**config.mk**
```make
export PLATFORM = sky130hd
export DESIGN_NAME = sctp_top
export DESIGN_NICKNAME = d
export VERILOG_FILES = /design/src/sctp_pkg.sv /design/src/sctp_cnt_if.sv /design/src/sctp_counter.sv /design/src/sctp_top.sv
export SDC_FILE = /design/constraint.sdc
export NUM_CORES = 1
export LEC_CHECK = 0
export ABC_AREA = 1
export BUFFER_PORTS_ARGS = -buffer_cell sky130_fd_sc_hd__buf_2
export CORE_AREA = 4 4 211 213
export DETAILED_ROUTE_END_ITERATION = 10
export DIE_AREA = 0 0 215 217
export PLACE_DENSITY = 0.75
export SLEW_MARGIN = 20
export SYNTH_ARGS = -nofsm -noshare
export SYNTH_HDL_FRONTEND = slang
export SYNTH_SLANG_ARGS = --single-unit
```
**constraint.sdc**
```tcl
create_clock -name clk -period 2.9 [get_ports clk]
set_input_delay 0.145 -clock clk [delete_from_list [all_inputs] [get_ports clk]]
set_output_delay 0.145 -clock clk [all_outputs]
set_load 0.005 [all_outputs]
```
**src/sctp_pkg.sv**
```systemverilog
package sctp_pkg;

	// ------------------------------------------------------------------
	// Widths and counts
	// ------------------------------------------------------------------
	localparam int CNT_W     = 32;
	localparam int HALF_W    = 16;
	localparam int ST_W      = 3;
	localparam int NUM_ST    = 8;
	localparam int NUM_IN    = 4;
	localparam int NUM_OUT   = 4;
	localparam int NUM_MATCH = 4;
	localparam int IDX_W     = 2;
	localparam int AUTO_LIM  = 0;

	// ------------------------------------------------------------------
	// Reset values and limits
	// ------------------------------------------------------------------
	localparam logic [CNT_W-1:0] MAX_UNIFIED = 32'hFFFFFFFF;
	localparam logic [CNT_W-1:0] MAX_SPLIT   = 32'h0000FFFF;
	localparam logic [CNT_W-1:0] CNT_RST     = 32'h00000000;
	localparam logic [ST_W-1:0]  STATE_RST   = 3'h0;
	localparam logic             HALT_RST    = 1'h1;
	localparam logic             STOP_RST    = 1'h0;

	// ------------------------------------------------------------------
	// Encodings
	// ------------------------------------------------------------------
	typedef enum logic [1:0] {
		COMB_OR    = 2'b00,
		COMB_MATCH = 2'b01,
		COMB_IO    = 2'b10,
		COMB_AND   = 2'b11
	} sctp_comb_t;

	typedef enum logic [1:0] {
		IO_LOW  = 2'b00,
		IO_RISE = 2'b01,
		IO_FALL = 2'b10,
		IO_HIGH = 2'b11
	} sctp_iocond_t;

	typedef enum logic [1:0] {
		DIR_BOTH = 2'b00,
		DIR_UP   = 2'b01,
		DIR_DOWN = 2'b10
	} sctp_dir_en_t;

	typedef enum logic {
		CNT_UP   = 1'b0,
		CNT_DOWN = 1'b1
	} sctp_cdir_t;

	typedef struct packed {
		logic [NUM_ST-1:0]  state_mask;
		logic               half;
		logic               match_hi;
		logic [IDX_W-1:0]   match_sel;
		logic               match_hold;
		logic               io_is_out;
		logic [IDX_W-1:0]   io_sel;
		sctp_iocond_t       io_cond;
		sctp_comb_t         comb;
		sctp_dir_en_t       dir_en;
		logic               st_load;
		logic [ST_W-1:0]    st_val;
		logic [NUM_OUT-1:0] out_set;
		logic [NUM_OUT-1:0] out_clr;
		logic               irq_en;
		logic               do_limit;
		logic               do_halt;
		logic               do_start;
		logic               do_stop;
	} sctp_evt_cfg_t;

endpackage : sctp_pkg

```
**src/sctp_cnt_if.sv**
```systemverilog
`timescale 1ns/1ps
interface sctp_cnt_if;
	logic                       tick;
	logic                       updown;
	logic [sctp_pkg::CNT_W-1:0] limit_max;
	logic                       lim_ev;
	logic                       halt_ev;
	logic                       halt_clr;
	logic                       start_ev;
	logic                       stop_ev;
	logic [sctp_pkg::CNT_W-1:0] count;
	logic                       down;
	logic                       halted;
	logic                       stopped;

	modport ctl (
		output tick, updown, limit_max, lim_ev, halt_ev, halt_clr, start_ev, stop_ev,
		input  count, down, halted, stopped
	);
	modport cnt (
		input  tick, updown, limit_max, lim_ev, halt_ev, halt_clr, start_ev, stop_ev,
		output count, down, halted, stopped
	);
endinterface : sctp_cnt_if

```
**src/sctp_counter.sv**
```systemverilog
`timescale 1ns/1ps
module sctp_counter (
	input wire logic clk,
	input wire logic sys_rst,
	sctp_cnt_if.cnt  cif
);

	typedef struct packed {
		logic [sctp_pkg::CNT_W-1:0] count;
		sctp_pkg::sctp_cdir_t       dir;
		logic                       halted;
		logic                       stopped;
	} sctp_cnt_state_t;

	localparam sctp_cnt_state_t CNT_STATE_RST = '{
		count:   sctp_pkg::CNT_RST,
		dir:     sctp_pkg::CNT_UP,
		halted:  sctp_pkg::HALT_RST,
		stopped: sctp_pkg::STOP_RST
	};

	sctp_cnt_state_t s_q;
	sctp_cnt_state_t s_d;

	// ------------------------------------------------------------------
	// Next state
	// ------------------------------------------------------------------
	always_comb begin
		s_d = s_q;
		if (cif.halt_ev) begin
			s_d.halted = 1'b1;
		end else if (cif.halt_clr) begin
			s_d.halted = 1'b0;
		end
		if (cif.stop_ev) begin
			s_d.stopped = 1'b1;
		end else if (cif.start_ev) begin
			s_d.stopped = 1'b0;
		end
		if (!s_q.halted && !s_q.stopped && cif.tick) begin
			if (!cif.updown) begin
				s_d.dir = sctp_pkg::CNT_UP;
				if (cif.lim_ev || s_q.count >= cif.limit_max) begin
					s_d.count = sctp_pkg::CNT_RST;
				end else begin
					s_d.count = s_q.count + 1'b1;
				end
			end else begin
				case (s_q.dir)
					sctp_pkg::CNT_UP: begin
						if (cif.lim_ev || s_q.count >= cif.limit_max) begin
							s_d.dir = sctp_pkg::CNT_DOWN;
							if (s_q.count != sctp_pkg::CNT_RST) begin
								s_d.count = s_q.count - 1'b1;
							end
						end else begin
							s_d.count = s_q.count + 1'b1;
						end
					end
					sctp_pkg::CNT_DOWN: begin
						if (s_q.count == sctp_pkg::CNT_RST) begin
							s_d.dir = sctp_pkg::CNT_UP;
							if (cif.limit_max != sctp_pkg::CNT_RST) begin
								s_d.count = s_q.count + 1'b1;
							end
						end else begin
							s_d.count = s_q.count - 1'b1;
						end
					end
					default: begin
						s_d.dir = sctp_pkg::CNT_UP;
					end
				endcase
			end
		end
	end

	always_ff @(posedge clk) begin
		if (sys_rst) begin
			s_q <= CNT_STATE_RST;
		end else begin
			s_q <= s_d;
		end
	end

	assign cif.count   = s_q.count;
	assign cif.down    = (s_q.dir == sctp_pkg::CNT_DOWN);
	assign cif.halted  = s_q.halted;
	assign cif.stopped = s_q.stopped;

endmodule : sctp_counter

```
**src/sctp_top.sv**
```systemverilog
`timescale 1ns/1ps
module sctp_top #(
	parameter int NUM_EVT = 8
) (
	input  wire logic                                                  clk,
	input  wire logic                                                  sys_rst,
	input  wire logic                                                  split_mode,
	input  wire logic [1:0]                                            updown,
	input  wire logic                                                  auto_limit,
	input  wire logic                                                  clk_sel_en,
	input  wire logic [sctp_pkg::IDX_W-1:0]                            clk_sel_idx,
	input  wire logic [sctp_pkg::NUM_MATCH-1:0][sctp_pkg::CNT_W-1:0]   match_val,
	input  wire sctp_pkg::sctp_evt_cfg_t [NUM_EVT-1:0]                 evt_cfg,
	input  wire logic [1:0]                                            halt_clr,
	input  wire logic [sctp_pkg::NUM_IN-1:0]                           pin_in,
	input  wire logic [sctp_pkg::NUM_OUT-1:0]                          tmr_match,
	input  wire logic [sctp_pkg::NUM_OUT-1:0]                          pin_share,
	output logic      [sctp_pkg::NUM_OUT-1:0]                          pin_out,
	output logic      [NUM_EVT-1:0]                                    irq_req,
	output logic      [NUM_EVT-1:0]                                    event_fired,
	output logic      [1:0][sctp_pkg::ST_W-1:0]                        state,
	output logic      [1:0][sctp_pkg::CNT_W-1:0]                       count,
	output logic      [1:0]                                            halted
);

	if (NUM_EVT < 1 || NUM_EVT > 32) begin : g_bad_evt
		$error("NUM_EVT must lie between 1 and 32.");
	end

	typedef struct packed {
		logic [1:0][sctp_pkg::ST_W-1:0]      state;
		logic [1:0][sctp_pkg::NUM_MATCH-1:0] mheld;
		logic [sctp_pkg::NUM_IN-1:0]         in_prev;
		logic [sctp_pkg::NUM_OUT-1:0]        outs;
		logic [sctp_pkg::NUM_OUT-1:0]        out_prev;
		logic [sctp_pkg::NUM_OUT-1:0]        pins;
		logic [NUM_EVT-1:0]                  irq;
		logic [NUM_EVT-1:0]                  fired;
	} sctp_top_state_t;

	sctp_top_state_t s_q;
	sctp_top_state_t s_d;

	// ------------------------------------------------------------------
	// Condition decode shared by inputs and outputs
	// ------------------------------------------------------------------
	function automatic logic sctp_io_ok(
		input sctp_pkg::sctp_iocond_t cond,
		input logic                   now,
		input logic                   prev
	);
		case (cond)
			sctp_pkg::IO_LOW:  sctp_io_ok = !now;
			sctp_pkg::IO_RISE: sctp_io_ok = now && !prev;
			sctp_pkg::IO_FALL: sctp_io_ok = !now && prev;
			sctp_pkg::IO_HIGH: sctp_io_ok = now;
			default:           sctp_io_ok = 1'b0;
		endcase
	endfunction : sctp_io_ok

	// ------------------------------------------------------------------
	// Counters
	// ------------------------------------------------------------------
	sctp_cnt_if cif [2] ();

	logic                                     tick;
	logic [1:0][sctp_pkg::CNT_W-1:0]          cnt;
	logic [1:0]                               dn;
	logic [1:0][sctp_pkg::CNT_W-1:0]          lim_max;
	logic [1:0]                               lim_ev;
	logic [1:0]                               halt_ev;
	logic [1:0]                               start_ev;
	logic [1:0]                               stop_ev;
	logic [1:0]                               upd;

	for (genvar g = 0; g < 2; g++) begin : g_half
		sctp_counter u_counter (
			.clk     (clk),
			.sys_rst (sys_rst),
			.cif     (cif[g])
		);
		assign cif[g].tick      = tick;
		assign cif[g].updown    = upd[g];
		assign cif[g].limit_max = lim_max[g];
		assign cif[g].lim_ev    = lim_ev[g];
		assign cif[g].halt_ev   = halt_ev[g];
		assign cif[g].halt_clr  = halt_clr[g];
		assign cif[g].start_ev  = start_ev[g];
		assign cif[g].stop_ev   = stop_ev[g];
		assign cnt[g]           = cif[g].count;
		assign dn[g]            = cif[g].down;
		assign halted[g]        = cif[g].halted;
	end

	// The upper counter only counts up-down in split mode; unified mode forces updown[1] low so it counts up.
	assign upd = {updown[1] & split_mode, updown[0]};

	// ------------------------------------------------------------------
	// Clock selection and limits
	// ------------------------------------------------------------------
	always_comb begin
		tick = 1'b1;
		if (clk_sel_en) begin
			tick = pin_in[clk_sel_idx] && !s_q.in_prev[clk_sel_idx];
		end
	end

	always_comb begin
		if (!split_mode) begin
			lim_max[0] = auto_limit ? match_val[sctp_pkg::AUTO_LIM] : sctp_pkg::MAX_UNIFIED;
			lim_max[1] = sctp_pkg::MAX_SPLIT;
		end else begin
			lim_max[0] = sctp_pkg::MAX_SPLIT;
			lim_max[1] = sctp_pkg::MAX_SPLIT;
			if (auto_limit) begin
				lim_max[0] = {16'h0000, match_val[sctp_pkg::AUTO_LIM][15:0]};
				lim_max[1] = {16'h0000, match_val[sctp_pkg::AUTO_LIM][31:16]};
			end
		end
	end

	// ------------------------------------------------------------------
	// Match detection, per half
	// ------------------------------------------------------------------
	logic [1:0][sctp_pkg::NUM_MATCH-1:0] hit;

	always_comb begin
		for (int j = 0; j < sctp_pkg::NUM_MATCH; j++) begin
			if (split_mode) begin
				hit[0][j] = tick && (cnt[0][15:0] == match_val[j][15:0]);
				hit[1][j] = tick && (cnt[1][15:0] == match_val[j][31:16]);
			end else begin
				hit[0][j] = tick && (cnt[0] == match_val[j]);
				hit[1][j] = 1'b0;
			end
		end
	end

	// ------------------------------------------------------------------
	// Events and their effects
	// ------------------------------------------------------------------
	logic [NUM_EVT-1:0]           ev;
	logic [NUM_EVT-1:0]           ev_half;
	logic [sctp_pkg::NUM_OUT-1:0] set_acc;
	logic [sctp_pkg::NUM_OUT-1:0] clr_acc;
	logic [1:0]                   any_ev;
	sctp_pkg::sctp_evt_cfg_t      c;
	logic                         h;
	logic                         mh;
	logic                         mt;
	logic                         iot;
	logic                         cmb;
	logic                         dir_ok;

	always_comb begin
		s_d      = s_q;
		ev       = '0;
		ev_half  = '0;
		set_acc  = '0;
		clr_acc  = '0;
		any_ev   = '0;
		lim_ev   = '0;
		halt_ev  = '0;
		start_ev = '0;
		stop_ev  = '0;
		c        = '0;
		h        = 1'b0;
		mh       = 1'b0;
		mt       = 1'b0;
		iot      = 1'b0;
		cmb      = 1'b0;
		dir_ok   = 1'b1;
		for (int e = 0; e < NUM_EVT; e++) begin
			c  = evt_cfg[e];
			h  = split_mode && c.half;
			mh = split_mode && c.match_hi;
			mt = hit[mh][c.match_sel];
			if (c.match_hold) begin
				mt = mt || s_q.mheld[mh][c.match_sel];
			end
			if (c.io_is_out) begin
				iot = sctp_io_ok(c.io_cond, s_q.outs[c.io_sel], s_q.out_prev[c.io_sel]);
			end else begin
				iot = sctp_io_ok(c.io_cond, pin_in[c.io_sel], s_q.in_prev[c.io_sel]);
			end
			case (c.comb)
				sctp_pkg::COMB_OR:    cmb = mt || iot;
				sctp_pkg::COMB_MATCH: cmb = mt;
				sctp_pkg::COMB_IO:    cmb = iot;
				sctp_pkg::COMB_AND:   cmb = mt && iot;
				default:              cmb = 1'b0;
			endcase
			case (c.dir_en)
				sctp_pkg::DIR_UP:   dir_ok = !upd[h] || !dn[h];
				sctp_pkg::DIR_DOWN: dir_ok = upd[h] && dn[h];
				default:            dir_ok = 1'b1;
			endcase
			ev[e]      = cmb && dir_ok && c.state_mask[s_q.state[h]];
			ev_half[e] = h;
			if (ev[e]) begin
				any_ev[h]   = 1'b1;
				set_acc     = set_acc | c.out_set;
				clr_acc     = clr_acc | c.out_clr;
				lim_ev[h]   = lim_ev[h] || c.do_limit;
				halt_ev[h]  = halt_ev[h] || c.do_halt;
				start_ev[h] = start_ev[h] || c.do_start;
				stop_ev[h]  = stop_ev[h] || c.do_stop;
				if (c.st_load) begin
					s_d.state[h] = c.st_val;
				end
			end
		end
		// Setting and clearing one output in the same cycle toggles it.
		for (int i = 0; i < sctp_pkg::NUM_OUT; i++) begin
			if (set_acc[i] && clr_acc[i]) begin
				s_d.outs[i] = !s_q.outs[i];
			end else if (set_acc[i]) begin
				s_d.outs[i] = 1'b1;
			end else if (clr_acc[i]) begin
				s_d.outs[i] = 1'b0;
			end
			s_d.pins[i] = pin_share[i] ? tmr_match[i] : s_d.outs[i];
		end
		// A fresh match in the clearing cycle stays held.
		for (int k = 0; k < 2; k++) begin
			if (any_ev[k]) begin
				s_d.mheld[k] = '0;
			end
			s_d.mheld[k] = s_d.mheld[k] | hit[k];
		end
		s_d.in_prev  = pin_in;
		s_d.out_prev = s_q.outs;
		s_d.fired    = ev;
		for (int e = 0; e < NUM_EVT; e++) begin
			s_d.irq[e] = ev[e] && evt_cfg[e].irq_en;
		end
	end

	always_ff @(posedge clk) begin
		if (sys_rst) begin
			s_q       <= '0;
			s_q.state <= {sctp_pkg::STATE_RST, sctp_pkg::STATE_RST};
		end else begin
			s_q <= s_d;
		end
	end

	assign pin_out     = s_q.pins;
	assign irq_req     = s_q.irq;
	assign event_fired = s_q.fired;
	assign state       = s_q.state;
	assign count       = cnt;

endmodule : sctp_top

```
Yosys cells after proc, flatten, opt, wreduce, memory -nomap -nowiden. Index checks and enable logic that the tools add are counted.

Bits in registers: 116. Input port bits: 463. Output and inout bits: 92. Logic and storage cells: 936.

Add/subtract/negate cells: 4. $lt $le $gt $ge: 51. Eq/ne operators: 80. Muxes and demuxes: 493. Bitwise operators: 30. Reductions and logical operators: 260.

Operator list (number): 32-bit 2-to-1 mux (11); 1-bit 2-to-1 mux (204); 4-bit 2-to-1 mux (50); 33-bit one-hot mux with 2 select lines (2); 16-bit == test (8); 32-bit == test (4); 32-bit nonzero test (4); 1-bit logical AND (117); 1-bit binary-select mux with 2-bit select (50); 6-bit 2-to-1 mux (16); 1-bit one-hot mux with 4 select lines (24); 2-bit == test, second input constant (40); 2-bit 2-to-1 mux (40); 3-bit 2-to-1 mux (24); 33-bit 2-to-1 mux (2); 32-bit by 1-bit adder with 32-bit output, second input constant (2); 32-bit >= comparator (2); 32-bit zero test (2); 64-bit 2-to-1 mux (1); 4-bit OR (16); 32-bit by 1-bit subtractor with 32-bit output, second input constant (2); 1-bit logical OR (58); 1-bit zero test (57); 2-bit bitwise mux (28); 20 further kinds (154).

Logic depth before layout (Yosys ltp). Gate-level depths: netlist of the first run.

Depth after elaboration: 57. Gate-level depth with buffers: 29. Mapped depth without buffers: 27.

By module. A second synthesis of the first run with hierarchy kept.

Cell total of the unflattened synthesis: 3683. Area, all modules: 19894.1 sq um.

By module, submodules not included: sctp_top (instances 1, cells each 2233, area each 11178.2 sq um, seq. area each 920.9 sq um); sctp_counter (instances 2, cells each 725, area each 4357.9 sq um, seq. area each 700.7 sq um).

Worst setup path before layout of the first run. Ideal clock, no wire load.

Path type: input -> register. Start: input split_mode. End: register g_half[1].u_counter.s_q (netlist bit g_half[1].u_counter.cif.count[17]). Library setup time: 116 ps. Arrival: 2956 ps. Data required time: 2784 ps. Setup slack: -172 ps. Stages: 24. Buffers on the path: 6. Path through: buf_6 inv_2 buf_6 clkbuf_1 buf_1 nor2_1 ha_1 o21ai_0 nand2_1 a21o_1 a21oi_1 o221ai_1 nand4_1 nand2_1 nand4_1 nand2_1 nor2_2 nand3b_4 nand2_1 nand3_2 buf_6 buf_4 a21oi_1 nor2_1.

Cells in the longest elaborated chain, start to end: 51. Elaborated cells between the ends (all ways): 337. Those cells by class: order compare: 17; eq/ne: 2; mux: 210; bitwise: 2; reduce/logical: 106.

Ends and longest elaborated chain: from (decl) (RTL line sctp_top.sv:7) `input wire logic split_mode,`; 1-bit 2-to-1 mux / 1-bit logical AND (equally long branches) (RTL line sctp_top.sv:129, sctp_top.sv:176); 4-bit 2-to-1 mux (on tied branches) (2 in series) (RTL line sctp_top.sv:177, sctp_top.sv:179); 1-bit binary-select mux with 2-bit select (on tied branches) (RTL line sctp_top.sv:177, sctp_top.sv:179); 1-bit 2-to-1 mux (on tied branches) (RTL line sctp_top.sv:177, sctp_top.sv:179); 1-bit logical OR (RTL line sctp_top.sv:179) `mt = mt || s_q.mheld[mh][c.match_sel];`; 1-bit 2-to-1 mux (RTL line sctp_top.sv:178) `if (c.match_hold) begin`; 1-bit logical AND / 1-bit logical OR (equally long branches) (RTL line sctp_top.sv:190, sctp_top.sv:187); 1-bit one-hot mux with 4 select lines (RTL line sctp_top.sv:186) `case (c.comb)`; (+33 left out); 1-bit 2-to-1 mux (not written as such) (2 in series) (RTL line sctp_top.sv:204) `lim_ev[h] = lim_ev[h] || c.do_limit;`; 1-bit logical OR (RTL line sctp_top.sv:204); 2-bit bitwise mux (RTL line sctp_top.sv:204); 2-bit 2-to-1 mux (RTL line sctp_top.sv:200) `if (ev[e]) begin`; 1-bit logical OR (RTL line sctp_counter.sv:43, sctp_counter.sv:51); 32-bit 2-to-1 mux (RTL line sctp_counter.sv:51) `if (cif.lim_ev || s_q.count >= cif.limit_max) begin`; 33-bit one-hot mux with 2 select lines (RTL line sctp_counter.sv:49) `case (s_q.dir)`; 33-bit 2-to-1 mux (RTL line sctp_counter.sv:41) `if (!cif.updown) begin`; to (signal assigned) (RTL line sctp_counter.sv:80) `s_q <= CNT_STATE_RST;`; to (signal assigned) (RTL line sctp_counter.sv:82) `s_q <= s_d;`; to (decl) (RTL line sctp_counter.sv:22) `sctp_cnt_state_t s_q;`.

Several ways; a longest one is shown, not always the timed one. The select of a mux whose other input is x is not followed. A chain may end at the register's enable or synchronous reset.

Worst setup path in the final report of the first run.
Start: register s_q[30] (netlist name). End: register g_half[1].u_counter.s_q (netlist bit g_half[1].u_counter.cif.count[24]).

Cells in the longest elaborated chain, start to end: 57. Elaborated cells between the ends (all ways): 213. Those cells by class: eq/ne: 1; mux: 124; reduce/logical: 88.

Ends and longest elaborated chain: from (decl) (RTL line sctp_top.sv:41) `sctp_top_state_t s_q;`; 1-bit binary-select mux with 2-bit select (RTL line sctp_top.sv:104) `tick = pin_in[clk_sel_idx] && !s_q.in_prev[clk_sel_idx];`; 1-bit 2-to-1 mux (not written as such) (RTL line sctp_top.sv:104); 1-bit zero test (RTL line sctp_top.sv:104); 1-bit logical AND (RTL line sctp_top.sv:104); 1-bit 2-to-1 mux (RTL line sctp_top.sv:103) `if (clk_sel_en) begin`; 1-bit logical AND (on tied branches) (RTL line sctp_top.sv:133, sctp_top.sv:130, sctp_top.sv:131); 1-bit 2-to-1 mux (RTL line sctp_top.sv:129) `if (split_mode) begin`; 4-bit 2-to-1 mux (not written as such) (2 in series) (RTL line sctp_top.sv:177) `mt = hit[mh][c.match_sel];`; (+39 left out); 1-bit 2-to-1 mux (not written as such) (2 in series) (RTL line sctp_top.sv:204); 1-bit logical OR (RTL line sctp_top.sv:204); 2-bit bitwise mux (RTL line sctp_top.sv:204); 2-bit 2-to-1 mux (RTL line sctp_top.sv:200); 1-bit logical OR (RTL line sctp_counter.sv:43, sctp_counter.sv:51); 32-bit 2-to-1 mux (RTL line sctp_counter.sv:51); 33-bit one-hot mux with 2 select lines (RTL line sctp_counter.sv:49); 33-bit 2-to-1 mux (RTL line sctp_counter.sv:41).

Several ways; a longest one is shown, not always the timed one. The select of a mux whose other input is x is not followed.

==> results of run 1 <==
==> worst reg2reg max path: stages (launching register included) <==
cell,delay (ps)
sky130_fd_sc_hd__dfxtp_2,340
sky130_fd_sc_hd__inv_2,70
sky130_fd_sc_hd__nand3_2,80
sky130_fd_sc_hd__nand3_2,110
sky130_fd_sc_hd__nand2_4,140
sky130_fd_sc_hd__nand2_8,110
sky130_fd_sc_hd__nand2_4,110
sky130_fd_sc_hd__nor2_4,40
sky130_fd_sc_hd__buf_12,130
sky130_fd_sc_hd__buf_4,130
sky130_fd_sc_hd__nor2_1,80
sky130_fd_sc_hd__nor2_1,50
sky130_fd_sc_hd__nand2_1,80
sky130_fd_sc_hd__nand3_1,70
sky130_fd_sc_hd__nand2_1,80
sky130_fd_sc_hd__nand3_2,130
sky130_fd_sc_hd__nand2_4,120
sky130_fd_sc_hd__nor2_4,40
sky130_fd_sc_hd__nand2_1,60
sky130_fd_sc_hd__nand2_2,60
sky130_fd_sc_hd__nor2_2,170
sky130_fd_sc_hd__nand3b_4,170
sky130_fd_sc_hd__buf_4,190
sky130_fd_sc_hd__buf_8,140
sky130_fd_sc_hd__nand3_1,70
sky130_fd_sc_hd__nand2_1,50
sky130_fd_sc_hd__o21ai_0,210
sky130_fd_sc_hd__a21oi_1,80
==> state kept, by name (all words and copies together) (netlist names), 4 cells and up <==
register and cells:
event_fired 8, g_half.u_counter.cif.count 64, irq_req 8, pin_out 4, s_d 4, s_q 16
state 6
==> through the flow <==
| step | cell area [um2] | power (mW) |
|---|---|---|
| 2_1_floorplan | 18400 | 7.10 |
| 3_3_place_gp | 24700 | 10.5 |
| 3_5_place_dp | 24700 | 10.6 |
| 4_1_cts | 26400 | 13.3 |
| 5_1_grt | 26900 | 14.8 |
| 6_report | 27000 | 13.8 |
==> per-layer routing <==
| layer | share of wire | wire, um | GRT usage | up-vias |
|---|---|---|---|---|
| li1 | - | - | - | 12930 |
| met2 | 0.45 | 40300 | 0.586 | 1540 |
| met5 | 0.0017 | 154 | 0 | - |
| met4 | 0.056 | 5040 | 0.185 | 24 |
| met3 | 0.097 | 8700 | 0.0708 | 336 |
| met1 | 0.40 | 35900 | 0.458 | 12058 |
==> synthesized netlist by cell type (35+ instances only) <==
master and number:
sky130_fd_sc_hd__nand2_1 1018, sky130_fd_sc_hd__nor2_1 443, sky130_fd_sc_hd__inv_1 370, sky130_fd_sc_hd__a21oi_1 257
sky130_fd_sc_hd__o21ai_0 221, sky130_fd_sc_hd__nand3_1 202, sky130_fd_sc_hd__xor2_1 150, sky130_fd_sc_hd__dfxtp_1 116
sky130_fd_sc_hd__buf_2 72, sky130_fd_sc_hd__nand4_1 72, sky130_fd_sc_hd__ha_1 69, sky130_fd_sc_hd__nor3_1 65
sky130_fd_sc_hd__buf_4 48, sky130_fd_sc_hd__o21ai_1 35
==> worst min-delay path by stage <==
| stage | to | slack, ps | cells after the start |
|---|---|---|---|
| 3_3_place_gp | irq_req[4]$_SDFF_PP0_ | 360 | 3 |
| 6_report | state[1]$_SDFF_PP0_ | 30 | 3 |
| 5_1_grt | state[1]$_SDFF_PP0_ | 20 | 3 |
| 3_5_place_dp | irq_req[5]$_SDFF_PP0_ | 370 | 3 |
| 2_1_floorplan | irq_req[0]$_SDFF_PP0_ | 270 | 2 |
| 4_1_cts | g_half[1].u_counter.cif.halted$_SDFFE_PP1P_ | 4 | 5 |
==> logic make-up after synthesis <==
family	after synthesis
simple gates	1892
compound gates	592
xor+xnor	180
buf+inv	568
fa+ha+maj	69
mux	3
flops	116
==> layout make-up <==
type / instances / area [um2] / share of cell area
clock buffers: 18 / 439 / 0.0163
inverters: 406 / 1580 / 0.0585
multi-input cells: 2737 / 14200 / 0.528
diodes: 15 / 37.5 / 0.00139
repair buffers: 1107 / 7420 / 0.275
clock inverters: 14 / 154 / 0.00571
well taps: 546 / 683 / 0.0253
flip-flops and latches: 116 / 2410 / 0.0893
==> power by group <==
group          leakage, nW  internal, mW  total (mW)  switching [mW]
Clock                0.289          1.30        2.24           0.943
Sequential           0.970          1.87        2.23           0.353
Combinational         13.7          3.98        9.33            5.35
Total                 14.9          7.15        13.8            6.65
==> timing repair <==
action | in CTS | in global routing
hold endpoints to repair | 19 | 0
hold buffers | 21 | 0
resized for setup | 209 | 98
buffers inserted | 36 | 21
gates cloned | 4 | 2
setup endpoints to repair | 96 | 93
pin swaps | 58 | 40
==> results.md, run 1 <==
Setup path:
- The worst setup path is launched from a flip-flop.
- The most prevalent standard cell on the critical path is sky130_fd_sc_hd__nand2_1.
- In this run the worst path has a maximum fanout of 12.
- The critical path crosses 27 cells after its start point.
- The critical path startpoint is s_q[30]$_SDFF_PP0_.
- STA puts the critical path data arrival time at 3550 ps.
- The worst register-to-register path has a setup slack of -300 ps.
- The reg-to-reg startpoint is s_q[30]$_SDFF_PP0_.
- The critical path start-end classification is flip-flop to flip-flop.
- The critical-path cell with the highest stage delay is sky130_fd_sc_hd__dfxtp_2.
- The capturing point of the worst reg2reg path is g_half[1].u_counter.cif.count[24]$_SDFFE_PP0P_.
- The type of element capturing the critical path is a flip-flop.
- The count of buffering cells on the critical path with inverters included is 5.
- Following the worst setup path forward leads to its endpoint at g_half[1].u_counter.cif.count[24]$_SDFFE_PP0P_.
- The worst register-to-register path has a depth of 27.
- The largest incremental delay on the critical path is 340 ps.
- The critical path data required time is about 3300 ps.
- In this design, the largest share of critical-path delay is due to simple AND/OR/NAND/NOR gates.

Synth:
- The fraction of the mapped netlist area in compound gates was 0.174.
- Summing every instance area after synthesis gives roughly 18000 um2.
- The cell taking the most area after synthesis is sky130_fd_sc_hd__nand2_1.
- The multiplexer share of the synthesized area is 0.00184.
- The share of the Yosys chip area taken by registers is 0.126.
- The fraction of post-synthesis cell area in the top cell type by area is 0.208.
- The fraction of the mapped netlist area in simple logic gates is 0.433.
- The post-synthesis cell type count is 53.
- After technology mapping, the gate count stands at roughly 3400.
- By area, the combinational part of the netlist is dominated by simple AND/OR/NAND/NOR gates.
- The most used flip-flop cell after synthesis is sky130_fd_sc_hd__dfxtp_1.
- Of the total synthesized cell area, the portion taken by XOR and XNOR cells is 0.0858.
- The number of synthesized register bits is ~120.
- The post-synthesis share of cell area spent on full adders, half adders and majority gates is 0.0470.
- The net count of the mapped netlist is around 4000.
- The number of flops mapped to enable cells by yosys is 0.
- By area the synthesized netlist is led by sky130_fd_sc_hd__nand2_1 21%, sky130_fd_sc_hd__dfxtp_1 13%, sky130_fd_sc_hd__nor2_1 9.1%, sky130_fd_sc_hd__inv_1 7.6%, sky130_fd_sc_hd__xor2_1 7.2%.
- The average cell area after synthesis is around 5.4 um2.
- During synthesis, Yosys emitted a total of 0 warnings.
- The share of synthesized flip-flops with an asynchronous set or reset is 0.

Timing:
- The worst slew margin relative to its limit is 0.423.
- Setup violations remaining at the end of the flow were counted as just under 90.
- Setup slack on the critical path of the routed design comes to -303 ps.
- The total count of max-transition violations in the final report came to 0.
- Setup repair after global routing could not meet its margin everywhere.
- Setup total negative slack on the finished layout was measured at -17030 ps.
- The tightest hold path in the finished design has a slack of around 30 ps.
- The number of hold violations in the final report is 0.
- Of the available clock period, the critical path in the final layout requires 1.10.
- The minimum clock period is 3200 ps.
- Timing would allow up to 312 MHz.
- The slew at the pin with the worst max-slew slack is about 870 ps.
- The final setup skew is just over 20 ps.

Place:
- After legalization and detailed placement, the total HPWL measured just over 70 mm.
- In this run the tool buffered the top-level ports with between 500 and 600 buffer cells.
- The routability congestion estimate is 1.03.
- The number of placed instances, taps included, is approximately 4800.
- Timing analysis after detailed placement gives a worst setup slack of -631 ps.

Final layout:
- Compared with the post-synthesis result, the final layout area differs by 46.8%.
- In the layout the commonest cells are 982 x sky130_fd_sc_hd__nand2_1, 554 x sky130_fd_sc_hd__buf_2, 481 x sky130_fd_sc_hd__buf_4, 413 x sky130_fd_sc_hd__nor2_1, 355 x sky130_fd_sc_hd__inv_1.
- In the final layout, the share of cells above drive strength 1 is 0.316.
- The post-layout net count is 4917.
- The final instance count without filler cells is just under 5000.
- The utilization after layout is 0.632.
- The number of filler cells placed in the layout is between 4000 and 5000.
- The library cell used most frequently in the layout, excluding fill and tap cells, is sky130_fd_sc_hd__nand2_1.

Pwr:
- The standby leakage power is 14.9 nW.
- Across the VDD grid, the largest voltage drop is roughly 570 uV.
- For this design the ratio of total power to cell area is ~510 nW/um2.

Drt:
- The routed design has ~90 mm of wire.
- Before antenna repair, the detailed router went through 6 iterations.
- After detailed routing, the number of remaining DRC violations is 0.
- Once detail routing completed, the nets flagged for antenna violations numbered 0.
- The average wire per standard cell is about 18 um.
- The DRC violation total after the first TritonRoute iteration is 2980.
- The vias per cell is between 5 and 6.
- The total number of vias is 26888.

Global route:
- The maximum number of pins on one net before global-route repair is 51.
- The first global-routing pass estimated around 140 mm of wire.
- The combined global-route utilization of all metal layers is 0.361.
- The remaining global-route overflow is 0.
- The number of global-route vias before repair came to approximately 25000.
- The number of antenna violations at the first check in global routing is 25.

Floorplanning:
- The floorplan die height is about 220 um.
- The floorplan has 76 rows.
- The initial utilization of the core area, before any placement, comes to 0.430.
- The core region is 42700 um2.
- The floorplan step defined a die boundary enclosing approximately 47000 um2.
- The horizontal die dimension is roughly 220 um.
- about 560 I/O pins were placed.

CTS:
- The clock latency on the worst-skew pair is ~470 ps.
- The number of clock buffers added by TritonCTS is 17.
- TritonCTS built the clock tree.
- The count of H-tree levels built during CTS is 4.
- The longest clock path from root to sink contains 2 buffers.
- For this design, the sink count on the clock tree is around 120.
- The clock tree root buffer cell is sky130_fd_sc_hd__clkbuf_16.
- Clock-pin slew was measured on the worst setup and hold paths at 60 ps.

Outcome:
- The run finished, with violations left.
- The checks that failed: negative setup slack.

Hold path:
- The worst hold path begins at evt_cfg[248].
- In this run the worst hold path is classified as input pin to flip-flop.

Flow run:
- Across the run, the number of max-cap violations was 0.
Power figures use the tool's default switching activity.
==> run 2, diff against run 1 <==
- CELL_PAD_IN_SITES_DETAIL_PLACEMENT: default -> 1
- CELL_PAD_IN_SITES_GLOBAL_PLACEMENT: default -> 1
- CORE_AREA: 4 4 211 213 -> default
- CORE_MARGIN: default -> 4
- CORE_UTILIZATION: default -> 32
- DIE_AREA: 0 0 215 217 -> default
- PLACE_DENSITY: 0.75 -> 0.84
==> results.md, run 2 (same netlist as run 1, synthesis figures left out) <==
Outcome:
- The run finished, with violations left.
- The checks that failed: negative setup slack.

Drt:
- The routed layout has between 30000 and 40000 vias.
- The final layout contains routed wiring with a total length of between 100 and 150 mm.
- Once detail routing completed, the nets flagged for antenna violations numbered 0.
- In the final routed layout, each cell accounts on average for around 26 um.
- The final routed DRC violation total is 0.
- The first routing iteration left around 3100 violations.
- Dividing the detail-routed via count by the number of cells gives roughly 5.9.
- The number of iterations in the first detailed-routing pass is 6.

Floorplanning:
- The floorplan has 87 rows.
- The region available for standard cell placement spans about 57000 um2.
- The die covers around 60000 um2.
- The effective utilization at floorplan is 0.325.
- The number of ports placed on the die boundary is 555.
- The floorplan die height is roughly 250 um.
- The horizontal die dimension is 248 um.

Setup path:
- Along the worst path, the maximum fanout reaches 9.
- The critical path goes through buf_4, buf_4, buf_4, ha_1, a21oi_1, nor3_1, a211oi_1, nand2_1, nand2_1, nand2_1, nand3_2, nand4_4, buf_6, buf_8, nand2_1, o21ai_2, nor2_2, nor3_4, nor2_2.
- At the worst endpoint, the arrival time is 4490 ps.
- Setup slack on the worst reg-to-reg path comes out at -1160 ps.
- The largest single stage delay on the critical path is 900 ps.
- The setup path with the least slack is of type flip-flop to flip-flop.
- The type of element capturing the critical path is a flip-flop.
- The nature of the critical path startpoint is a flip-flop.
- The critical-path cell with the highest stage delay is sky130_fd_sc_hd__a211oi_1.
- Data on the critical path is required at its endpoint by between 3000 and 4000 ps.
- Among the stages of the critical path, the cell type that occurs most often is sky130_fd_sc_hd__nand2_1.

Global route:
- The wire length of the first global-routing pass is 173 mm.
- The combined global-route utilization of all metal layers is 0.363.
- For this run the aggregate overflow at the end of global routing stands at 0.
- The number of global-route vias before repair was ~30000.
- The maximum number of pins on one net before global-route repair is 36.
- The number of antenna violations at the first check in global routing is 34.

Final layout:
- At the end of the flow the core is filled with cells to 0.528.
- Once layout is done, the placed cells without fillers occupy around 30000 um2.
- The fraction of layout instances using a drive strength above 1 is 0.394.
- The area growth from synthesis to final layout is 62.8%.
- The flip-flop count of the largest register, all copies and words added is between 60 and 70.
- In the layout the commonest cells are 882 x sky130_fd_sc_hd__nand2_1, 554 x sky130_fd_sc_hd__buf_2, 503 x sky130_fd_sc_hd__buf_4, 363 x sky130_fd_sc_hd__nor2_1, 341 x sky130_fd_sc_hd__inv_1.
- At the end of the flow, the number of nets in the layout was ~5000.
- The number of filler cells placed in the layout is ~7800.
- Leaving out fill and tap cells, the most frequent cell in the layout is sky130_fd_sc_hd__nand2_1.

Timing:
- Hold timing on the final database bottoms out at a slack of ~13 ps.
- The final setup skew is around 24 ps.
- The total count of max-transition violations in the final report was 0.
- Setup violations remaining at the end of the flow were counted as 96.
- The routed design could run at a clock period as short as between 4000 and 5000 ps.
- The final cycle utilization of the critical path is 1.40.
- Setup repair after global routing could not meet its margin everywhere.
- Timing would allow up to around 250 MHz.
- The slew at the pin with the worst max-slew slack is between 1000 and 1500 ps.
- The number of hold violations in the final report came to 0.
- In the post-route analysis, the smallest setup slack over all paths is -1160 ps.
- The aggregate negative setup slack is -66720 ps.
- The worst slew margin relative to its limit is 0.229.

CTS:
- The H-tree was split into 4 levels.
- Clock tree synthesis inserted a total of 17 buffers.
- The total number of clock tree sinks is approximately 120.
- The CTS clock-pin slew for the worst setup and hold paths is 80 ps.
- The CTS tree is built.
- The clock latency on the worst-skew pair is between 500 and 600 ps.
- The clock passes through at most 2 buffers.
- The clock tree root buffer cell is sky130_fd_sc_hd__clkbuf_16.

Place:
- Port buffering added 554 buffers.
- Summing all placed instances gives a cell area of approximately 25000 um2.
- Detailed placement ended at an HPWL of 88.7 mm.
- The routability congestion estimate is between 0.9 and 1.

Flow run:
- The max capacitance violation total is 0.

Pwr:
- The design draws between 15 and 20 mW.
- Summed over all cells, the static leakage comes to ~16 nW.
- In this run the power density over the cells is between 500 and 600 nW/um2.
- Across the VDD grid, the largest voltage drop is about 400 uV.

Hold path:
- The path class of the tightest hold or removal check is input pin to flip-flop.
-- run 2: changes by cell type in the layout (fill, tap and decap cells not counted), sizes merged --
cell and delta:
clkinvlp +1, bufbuf -1, clkbuf +9, diode +13
buf +91, dlygate4sd3 +4, clkinv -7, bufinv +1
inv -2
-- run 2: where the power goes --
part | total [mW] | switching, mW | internal [mW]
Clock | 2.50 | 1.02 | 1.49
Sequential | 2.33 | 0.439 | 1.89
Combinational | 12.3 | 7.40 | 4.90
-- run 2: path summary, 6_finish.rpt --
kind         cells after the start                                             end                                      startpoint
max reg2reg                     19  g_half[0].u_counter.cif.count[14]$_SDFFE_PP0P_  g_half[0].u_counter.cif.count[12]$_SDFFE_PP0P_
min                              3                             state[0]$_SDFF_PP0_                                    evt_cfg[286]
max                             19  g_half[0].u_counter.cif.count[14]$_SDFFE_PP0P_  g_half[0].u_counter.cif.count[12]$_SDFFE_PP0P_
min reg2reg                      2                              s_q[35]$_SDFF_PP0_                              s_q[35]$_SDFF_PP0_
-- run 2: timing repair --
action	in CTS	in global routing
endpoints found under the setup margin	100	96
hold buffers	25	0
pin swaps	83	198
gates cloned	8	3
resized for setup	383	437
setup buffers	34	61
hold endpoints to repair	19	0
-- run 2: final cells by class --
class / instances / area (um2) / area share
sequential: 116 / 2450 / 0.0820
antenna: 28 / 70.1 / 0.00234
inverter: 406 / 1610 / 0.0538
tap: 756 / 946 / 0.0316
clock buffer: 25 / 515 / 0.0172
timing repair buffer: 1203 / 8610 / 0.288
clock inverter: 7 / 118 / 0.00393
multi-input combinational: 2737 / 15600 / 0.521
-- run 2: critical path, delay by kind of cell (launching register included) --
family | cells | cell delay (ps)
adder cells (fa/ha/maj) | 1 | 210
buffers and inverters | 5 | 750
AND/OR/NAND/NOR | 10 | 1430
AO/OA/AOI/OAI | 3 | 1190
flip-flops | 1 | 370
-- run 2: layer usage --
layer	vias to the layer above	wire, um	share of wire	global-route usage
li1	13150	-	-	-
met1	14707	48200	0.36	0.426
met2	2308	60200	0.45	0.604
met3	1000	13600	0.10	0.0791
met4	20	12900	0.095	0.220
met5	-	133	0.00098	0
-- run 2: metrics by stage --
step / setup WS, ps / instances
finish: -1160 / 5278
global route: -1150 / 5268
CTS: -399 / 5202
detailed placement: -934 / 5103
global placement: -812 / 5103
floorplan: 15.1 / 3420
